$ cat src/rtctas_regs.vh
// Purpose: register map, field positions and timing counts of the clock
// Assumes: 32-bit Avalon-MM word addresses, 50 MHz system clock
// Notes: included by the timekeeping core and its tick divider
`ifndef RTCTAS_REGS_VH
`define RTCTAS_REGS_VH

// ==========================================================
// Register byte offsets
`define RTCTAS_OFF_TIME 6'h00
`define RTCTAS_OFF_DAY 6'h04
`define RTCTAS_OFF_CTRL 6'h08
`define RTCTAS_OFF_STAT 6'h0C
`define RTCTAS_OFF_IEN 6'h10
`define RTCTAS_OFF_ALM1 6'h14
`define RTCTAS_OFF_ALM2T 6'h18
`define RTCTAS_OFF_ALM2D 6'h1C
`define RTCTAS_OFF_SWLOAD 6'h20
`define RTCTAS_OFF_SWCNT 6'h24
`define RTCTAS_OFF_WKEN 6'h28

// ==========================================================
// Time word fields: seconds [5:0], minutes [13:8], hours [20:16]
`define RTCTAS_SEC_LSB 0
`define RTCTAS_MIN_LSB 8
`define RTCTAS_HR_LSB 16

// ==========================================================
// Control bits
`define RTCTAS_CTRL_RUN 0
`define RTCTAS_CTRL_ALM1 1
`define RTCTAS_CTRL_ALM2 2
`define RTCTAS_CTRL_SW 3
`define RTCTAS_CTRL_RST 32'h0000_0001

// ==========================================================
// Event bits in status, enable and wake registers
`define RTCTAS_EV_SEC 0
`define RTCTAS_EV_MIN 1
`define RTCTAS_EV_HR 2
`define RTCTAS_EV_DAY 3
`define RTCTAS_EV_ALM1 4
`define RTCTAS_EV_ALM2 5
`define RTCTAS_EV_SW 6
`define RTCTAS_EV_W 7

// ==========================================================
// Counter limits and timing
`define RTCTAS_SEC_MAX 6'h3B
`define RTCTAS_MIN_MAX 6'h3B
`define RTCTAS_HR_MAX 5'h17
`define RTCTAS_XTAL_HZ 32768
`define RTCTAS_TICK_HZ 1
`define RTCTAS_XTAL_DIV (`RTCTAS_XTAL_HZ / `RTCTAS_TICK_HZ)
`define RTCTAS_XTAL_LAST 15'h7FFF

`endif

$ cat src/rtctas_prescaler.v
// Purpose: divides the crystal-rate enable down to a one-second pulse
// Assumes: xtalEn is a one-cycle pulse at crystal rate
// Notes: counter restarts while run is low
`include "rtctas_regs.vh"

module rtctas_prescaler (
   input wire sys_clk,
   input wire rstn,
   input wire run,
   input wire xtalEn,
   output reg secTick
);

   reg [14:0] div_ff;
   wire [14:0] lastCnt;

   assign lastCnt = `RTCTAS_XTAL_LAST;

   // ==========================================================
   // Crystal divider
   always @(posedge sys_clk) begin
      if (!rstn) begin
         div_ff <= 15'h0000;
         secTick <= 1'b0;
      end else if (!run) begin
         div_ff <= 15'h0000;
         secTick <= 1'b0;
      end else begin
         secTick <= 1'b0;
         if (xtalEn) begin
            if (div_ff == lastCnt) begin
               div_ff <= 15'h0000;
               secTick <= 1'b1;
            end else begin
               div_ff <= div_ff + 15'h0001;
            end
         end
      end
   end

endmodule // rtctas_prescaler

$ cat src/rtctas_core.v
// Purpose: time-of-day clock with two alarms, stopwatch and tick events
// Assumes: xtalEn is a crystal-rate enable from the always-on domain
// Notes: Avalon-MM slave, one wait state on every access
`include "rtctas_regs.vh"

module rtctas_core (
   input wire sys_clk,
   input wire rstn,
   input wire xtalEn,
   input wire [3:0] avs_address,
   input wire avs_read,
   input wire avs_write,
   input wire [31:0] avs_writedata,
   input wire [3:0] avs_byteenable,
   output reg [31:0] avs_readdata,
   output reg avs_waitrequest,
   output reg irq,
   output reg wakeSleep,
   output reg wakeDeep
);

   localparam ST_IDLE = 2'b01;
   localparam ST_DONE = 2'b10;

   reg [1:0] state_ff;
   reg [5:0] sec_ff;
   reg [5:0] min_ff;
   reg [4:0] hr_ff;
   reg [14:0] day_ff;
   reg [31:0] ctrl_ff;
   reg [6:0] stat_ff;
   reg [6:0] ien_ff;
   reg [6:0] wken_ff;
   reg [20:0] alm1_ff;
   reg [20:0] alm2t_ff;
   reg [14:0] alm2d_ff;
   reg [15:0] swLoad_ff;
   reg [15:0] swCnt_ff;
   reg swLive_ff;
   reg almSeen_ff;
   reg [6:0] nxt_stat;
   reg [31:0] nxt_rdata;
   wire secTick;
   wire secWrap;
   wire minWrap;
   wire hrWrap;
   wire [20:0] curTime;
   wire alm1Hit;
   wire alm2Hit;
   wire swUnder;
   wire [6:0] events;
   wire [5:0] regAddr;
   wire busWr;
   wire [31:0] wmask;
   wire [6:0] clrBits;

   // ==========================================================
   // One-second tick
   rtctas_prescaler uPre (
      .sys_clk(sys_clk),
      .rstn(rstn),
      .run(ctrl_ff[`RTCTAS_CTRL_RUN]),
      .xtalEn(xtalEn),
      .secTick(secTick)
   );

   // ==========================================================
   // Bus decode
   assign regAddr = {avs_address, 2'b00};
   assign busWr = avs_write && (state_ff == ST_DONE);
   assign wmask = {{8{avs_byteenable[3]}}, {8{avs_byteenable[2]}},
                   {8{avs_byteenable[1]}}, {8{avs_byteenable[0]}}};
   assign clrBits = (busWr && regAddr == `RTCTAS_OFF_STAT) ?
                    (avs_writedata[6:0] & wmask[6:0]) : 7'h00;

   // ==========================================================
   // Time counters
   assign secWrap = secTick && (sec_ff == `RTCTAS_SEC_MAX);
   assign minWrap = secWrap && (min_ff == `RTCTAS_MIN_MAX);
   assign hrWrap = minWrap && (hr_ff == `RTCTAS_HR_MAX);
   assign curTime = {hr_ff, 2'b00, min_ff, 2'b00, sec_ff};

   always @(posedge sys_clk) begin
      if (!rstn) begin
         sec_ff <= 6'h00;
         min_ff <= 6'h00;
         hr_ff <= 5'h00;
         day_ff <= 15'h0000;
      end else if (busWr && regAddr == `RTCTAS_OFF_TIME) begin
         sec_ff <= avs_writedata[5:0];
         min_ff <= avs_writedata[13:8];
         hr_ff <= avs_writedata[20:16];
      end else if (busWr && regAddr == `RTCTAS_OFF_DAY) begin
         day_ff <= avs_writedata[14:0];
      end else if (secTick) begin
         sec_ff <= secWrap ? 6'h00 : sec_ff + 6'h01;
         if (secWrap) begin
            min_ff <= minWrap ? 6'h00 : min_ff + 6'h01;
         end
         if (minWrap) begin
            hr_ff <= hrWrap ? 5'h00 : hr_ff + 5'h01;
         end
         if (hrWrap) begin
            day_ff <= day_ff + 15'h0001;
         end
      end
   end

   // ==========================================================
   // Alarms, compared once per second after the count settles
   assign alm1Hit = ctrl_ff[`RTCTAS_CTRL_ALM1] &&
                    (curTime == alm1_ff);
   assign alm2Hit = ctrl_ff[`RTCTAS_CTRL_ALM2] &&
                    (curTime == alm2t_ff) && (day_ff == alm2d_ff);

   always @(posedge sys_clk) begin
      if (!rstn) begin
         almSeen_ff <= 1'b0;
      end else begin
         almSeen_ff <= secTick;
      end
   end

   // ==========================================================
   // Stopwatch
   assign swUnder = secTick && swLive_ff && (swCnt_ff == 16'h0000);

   always @(posedge sys_clk) begin
      if (!rstn) begin
         swCnt_ff <= 16'h0000;
         swLive_ff <= 1'b0;
      end else if (busWr && regAddr == `RTCTAS_OFF_SWLOAD) begin
         swCnt_ff <= avs_writedata[15:0];
         swLive_ff <= 1'b1;
      end else if (secTick && ctrl_ff[`RTCTAS_CTRL_SW] && swLive_ff) begin
         if (swCnt_ff == 16'h0000) begin
            swLive_ff <= 1'b0;
         end else begin
            swCnt_ff <= swCnt_ff - 16'h0001;
         end
      end
   end

   // ==========================================================
   // Sticky status, set wins over clear
   assign events = {swUnder && ctrl_ff[`RTCTAS_CTRL_SW],
                    almSeen_ff && alm2Hit,
                    almSeen_ff && alm1Hit,
                    hrWrap, minWrap, secWrap, secTick};

   always @* begin
      nxt_stat = (stat_ff & ~clrBits) | events;
   end

   // ==========================================================
   // Control registers
   always @(posedge sys_clk) begin
      if (!rstn) begin
         ctrl_ff <= `RTCTAS_CTRL_RST;
         ien_ff <= 7'h00;
         wken_ff <= 7'h00;
         alm1_ff <= 21'h000000;
         alm2t_ff <= 21'h000000;
         alm2d_ff <= 15'h0000;
         swLoad_ff <= 16'h0000;
         stat_ff <= 7'h00;
      end else begin
         stat_ff <= nxt_stat;
         if (busWr) begin
            case (regAddr)
               `RTCTAS_OFF_CTRL: begin
                  ctrl_ff <= (ctrl_ff & ~wmask) | (avs_writedata & wmask);
               end
               `RTCTAS_OFF_IEN: begin
                  ien_ff <= avs_writedata[6:0];
               end
               `RTCTAS_OFF_WKEN: begin
                  wken_ff <= avs_writedata[6:0];
               end
               `RTCTAS_OFF_ALM1: begin
                  alm1_ff <= avs_writedata[20:0] & 21'h1F3F3F;
               end
               `RTCTAS_OFF_ALM2T: begin
                  alm2t_ff <= avs_writedata[20:0] & 21'h1F3F3F;
               end
               `RTCTAS_OFF_ALM2D: begin
                  alm2d_ff <= avs_writedata[14:0];
               end
               `RTCTAS_OFF_SWLOAD: begin
                  swLoad_ff <= avs_writedata[15:0];
               end
               default: begin
               end
            endcase
         end
      end
   end

   // ==========================================================
   // Interrupt and wake outputs
   always @(posedge sys_clk) begin
      if (!rstn) begin
         irq <= 1'b0;
         wakeSleep <= 1'b0;
         wakeDeep <= 1'b0;
      end else begin
         irq <= |(nxt_stat & ien_ff);
         wakeSleep <= |(nxt_stat & wken_ff);
         wakeDeep <= |(nxt_stat & wken_ff);
      end
   end

   // ==========================================================
   // Read mux
   always @* begin
      case (regAddr)
         `RTCTAS_OFF_TIME: nxt_rdata = {11'h000, curTime};
         `RTCTAS_OFF_DAY: nxt_rdata = {17'h00000, day_ff};
         `RTCTAS_OFF_CTRL: nxt_rdata = ctrl_ff;
         `RTCTAS_OFF_STAT: nxt_rdata = {25'h0000000, stat_ff};
         `RTCTAS_OFF_IEN: nxt_rdata = {25'h0000000, ien_ff};
         `RTCTAS_OFF_ALM1: nxt_rdata = {11'h000, alm1_ff};
         `RTCTAS_OFF_ALM2T: nxt_rdata = {11'h000, alm2t_ff};
         `RTCTAS_OFF_ALM2D: nxt_rdata = {17'h00000, alm2d_ff};
         `RTCTAS_OFF_SWLOAD: nxt_rdata = {16'h0000, swLoad_ff};
         `RTCTAS_OFF_SWCNT: nxt_rdata = {15'h0000, swLive_ff, swCnt_ff};
         `RTCTAS_OFF_WKEN: nxt_rdata = {25'h0000000, wken_ff};
         default: nxt_rdata = 32'h0000_0000;
      endcase
   end

   // ==========================================================
   // Bus handshake, one wait state
   always @(posedge sys_clk) begin
      if (!rstn) begin
         state_ff <= ST_IDLE;
         avs_waitrequest <= 1'b1;
         avs_readdata <= 32'h0000_0000;
      end else begin
         case (state_ff)
            ST_IDLE: begin
               if (avs_read || avs_write) begin
                  state_ff <= ST_DONE;
                  avs_waitrequest <= 1'b0;
                  if (avs_read) begin
                     avs_readdata <= nxt_rdata;
                  end
               end
            end
            ST_DONE: begin
               state_ff <= ST_IDLE;
               avs_waitrequest <= 1'b1;
            end
            default: begin
               state_ff <= ST_IDLE;
               avs_waitrequest <= 1'b1;
            end
         endcase
      end
   end

endmodule // rtctas_core

$ cat config.mk
export PLATFORM = sky130hd
export DESIGN_NAME = rtctas_core
export DESIGN_NICKNAME = d
export VERILOG_FILES = /design/src/rtctas_prescaler.v /design/src/rtctas_core.v
export VERILOG_INCLUDE_DIRS = /design/src
export SDC_FILE = /design/constraint.sdc
export NUM_CORES = 1
export LEC_CHECK = 0
export ABC_AREA = 0
export BUFFER_PORTS_ARGS = -buffer_cell sky130_fd_sc_hd__clkbuf_2
export CAP_MARGIN = 20
export CORE_ASPECT_RATIO = 1.5
export CORE_UTILIZATION = 55
export CTS_CLUSTER_DIAMETER = 30
export DETAILED_ROUTE_END_ITERATION = 12
export MAX_ROUTING_LAYER = met4
export PLACE_DENSITY = 0.88
export RECOVER_POWER = 100
export SLEW_MARGIN = 20
export SYNTH_ARGS = -nofsm -noshare
export SYNTH_HDL_FRONTEND = slang
export SYNTH_SLANG_ARGS = --single-unit
$ cat constraint.sdc
create_clock -name sys_clk -period 2.1 [get_ports sys_clk]
set_input_delay 0.105 -clock sys_clk [delete_from_list [all_inputs] [get_ports sys_clk]]
set_output_delay 0.105 -clock sys_clk [all_outputs]
set_load 0.01 [all_outputs]
==> flow_metrics.tcl <==
set metrics [dict create \
    max_slew_margin_pct 55.0 \
    vias 11900 \
    synthCells 1391 \
    worstPathMaxFanout 9 \
    p_leak_nw 4.97 \
    period_minus_slack_ps 2070 \
    antenna_found_initial 1 \
    final_core_util_pct 71.5 \
    grt_max_degree 82 \
    cts_max_path_buffers 3 \
    first_global_vias 11800 \
    synth.distinct_cells 81 \
    first_pass_iters 8 \
    syn-cell-area_um2 10900 \
    worstMarginPinSlew_ps 671 \
    ant_nets 0 \
    die_w_um 117 \
    gp_congestion 1.00 \
    arrival_ps 2480 \
    routedWlPerCell_um 23.0 \
    vdd_drop_max_v 0.00109 \
    die_area_um2 20400 \
    ys_ff_latch 220 \
    core_area_um2 19200 \
    tritoncts "built" \
    power.internal_mw 8.78 \
    drc 0 \
    cts_made_buffers 38 \
    n_fill_cell 1491 \
    worst_hold_startpoint "avs_writedata[6]" \
    maxSlewViolCount 0 \
    setup_viol 0 \
    placementRows 62 \
    p_comb_share_pct 4.7 \
    synth_edf_count 0 \
    cp.required_ps 2510 \
    via_per_inst 6.53 \
    async_reset_ff_share_pct 0 \
    io_buffer_count 80 \
    hp-class "in -> reg" \
    avgSynthCellArea_um2 7.82 \
    finalHoldViolations 0 \
    status "completed" \
    layout-drive-gt1-share_pct 16.8 \
    power_density_nw_per_um2 833 \
    fp.dieH_um 174 \
    synth_top_cell_area_share_pct 40.5 \
    finalPower_mw 11.5 \
    gr-total-overflow 0 \
    maxCapViolations 0 \
    worst_setup_path_end_kind "register" \
    synthFlopType "dfxtp_1" \
    h-tree-depth 2 \
    fmax_mhz 483 \
    hpwl_mm 28.6 \
    wirelength_mm 42.1 \
    grt_use_total_pct 43.4 \
    p_switching_mw 2.69 \
    p_clk_share_pct 58.7 \
    synth.largest_area_cell "dfxtp_1" \
    worstReg2RegStart "state_ff[0]" \
    yosys_warnings 0 \
    skew_ps 19.7 \
    seqPwrFrac_pct 36.6 \
    syn_nets 1443 \
    path_clk_slew_ps 50 \
    worst-setup-path-type "reg -> reg" \
    clk_latency_ps 530 \
    crit_path_start_kind "register" \
    startpoint "state_ff[0]" \
    clock_sinks 220 \
    synth.area.top_cells "dfxtp_1 40%, nand2_1 8.7%, a21oi_1 7.7%" \
    initial_core_util_pct 56.5 \
    clock-root-buffer "clkbuf_16" \
    fin_nets 1592 \
    grt_pass1_wl_mm 64.6 \
    ios 81 \
    sw_frac_of_total_pct 23.4 \
    seq_area_frac_synth_pct 40.5 \
    fin_crit_sh_pct 98.7 \
    drt_iter0_markers 1435 \
    area_growth_pct 26.5 \
]
==> cell usage in the layout (no fill, tap or decap), types with 5 or more instances in the layout <==
cell           count
or3_1              7
nand4_1           18
a21oi_1          167
and3_1            10
clkbuf_1          39
o21ai_0           29
buf_4            109
inv_1             18
ha_1               5
a22oi_1           61
nor3_1            21
a31oi_1           22
nand2b_1           5
nor2_1           122
nand3_1           53
a211oi_1           5
a21o_1            10
xor2_1            20
buf_12             5
clkbuf_2          44
a22o_1             6
nand2_1          251
o21ai_1           15
xnor2_1           48
dfxtp_1          219
a222oi_1          12
a221oi_1           6
nor2b_1            7
nand3b_1           5
o211ai_1           7
bufinv_16          7
clkbuf_16         39
and2_1            14
dlygate4sd3_1     29
clkinv_2           8
inv_6              6
mux2i_1           15
==> power by group through the flow <==
stage	clock network [mW]	registers (mW)	logic (mW)
6_report	6.73	4.20	0.535
5_1_grt	6.92	4.20	0.552
4_1_cts	6.70	4.20	0.502
3_5_place_dp	0	4.29	0.454
3_3_place_gp	0	4.29	0.450
2_1_floorplan	0	4.28	0.219
==> layer usage <==
| metal | wire length [um] | track usage, % | share of wire [%] | vias to the layer above |
|---|---|---|---|---|
| li1 | - | - | - | 5240 |
| met1 | 14400 | 46.5 | 34 | 5569 |
| met2 | 19700 | 67.0 | 47 | 811 |
| met3 | 3900 | 9.48 | 9.3 | 304 |
| met4 | 4100 | 36.8 | 9.8 | 0 |
| met5 | 0 | - | 0 | - |
==> cell type report <==
| cell class | count | area, um2 | share of cell area [%] |
|---|---|---|---|
| Clock buffer | 44 | 1020 | 7.45 |
| Multi-Input combinational cell | 1035 | 5990 | 43.5 |
| Inverter | 20 | 80.1 | 0.582 |
| Sequential cell | 220 | 4410 | 32.0 |
| Antenna cell | 1 | 2.50 | 0.0182 |
| Timing Repair Buffer | 225 | 1580 | 11.5 |
| Clock inverter | 26 | 358 | 2.60 |
| Tap cell | 256 | 320 | 2.33 |
==> stage by stage <==
stage	std cells	cell area, um2	setup TNS [ps]	hold WS (ps)	worst slack [ps]
2_1_floorplan	1391	10900	0	241	69.8
3_3_place_gp	1726	12100	-65.1	345	-65.1
3_5_place_dp	1726	12100	-105	354	-69.8
4_1_cts	1826	13800	0	30.0	25.6
5_1_grt	1827	13800	-13.1	51.6	-9.84
6_report	1827	13800	0	27.0	27.5
==> worst paths after layout <==
| kind | end | slack [ps] | cells after the start |
|---|---|---|---|
| worst max-delay path | sec_ff[0] | 30 | 6 |
| worst min register to register | avs_readdata[6] | 460 | 2 |
| worst max register to register | sec_ff[0] | 30 | 6 |
| worst min-delay path | stat_ff[6] | 30 | 4 |
==> worst max-delay path, stage by stage, from the launching register on <==
cell      delay [ps]
dfxtp_1          350
and3b_2          310
and2_1           220
buf_4            180
o21ai_1          450
a221oi_1         140
a211oi_1         310
==> repair_timing <==
action                                 in CTS  in global routing
endpoints found under the hold margin      57                  0
setup endpoints to repair                   1                 33
hold buffers                               29                  0
gates resized for setup                     3                 12
buffers inserted                            1                  0
pin swaps                                   1                  3
==> cells in the mapped netlist, drive strengths merged, types with 8 or more instances <==
library cell	n
and3	10
a21oi	169
xnor2	48
clkbuf	81
a31oi	22
nand3	55
nand2	252
a22oi	62
o21ai	45
nand4	18
xor2	20
and2	16
a222oi	12
nor3	24
nor2	122
buf	35
a21o	10
inv	19
dfxtp	220
nor4	8
mux2i	15
==> logic make-up after synthesis <==
family | count (synthesis) | share of synthesized area [%]
multiplexers | 19 | 1.79
XOR/XNOR | 68 | 5.48
buffers and inverters | 136 | 5.10
flip-flops | 220 | 40.5
AND/OR/NAND/NOR | 553 | 23.7
adder cells (fa/ha/maj) | 7 | 0.805
AO/OA/AOI/OAI | 388 | 22.6
Note: power is estimated with default switching activity, not from simulation.
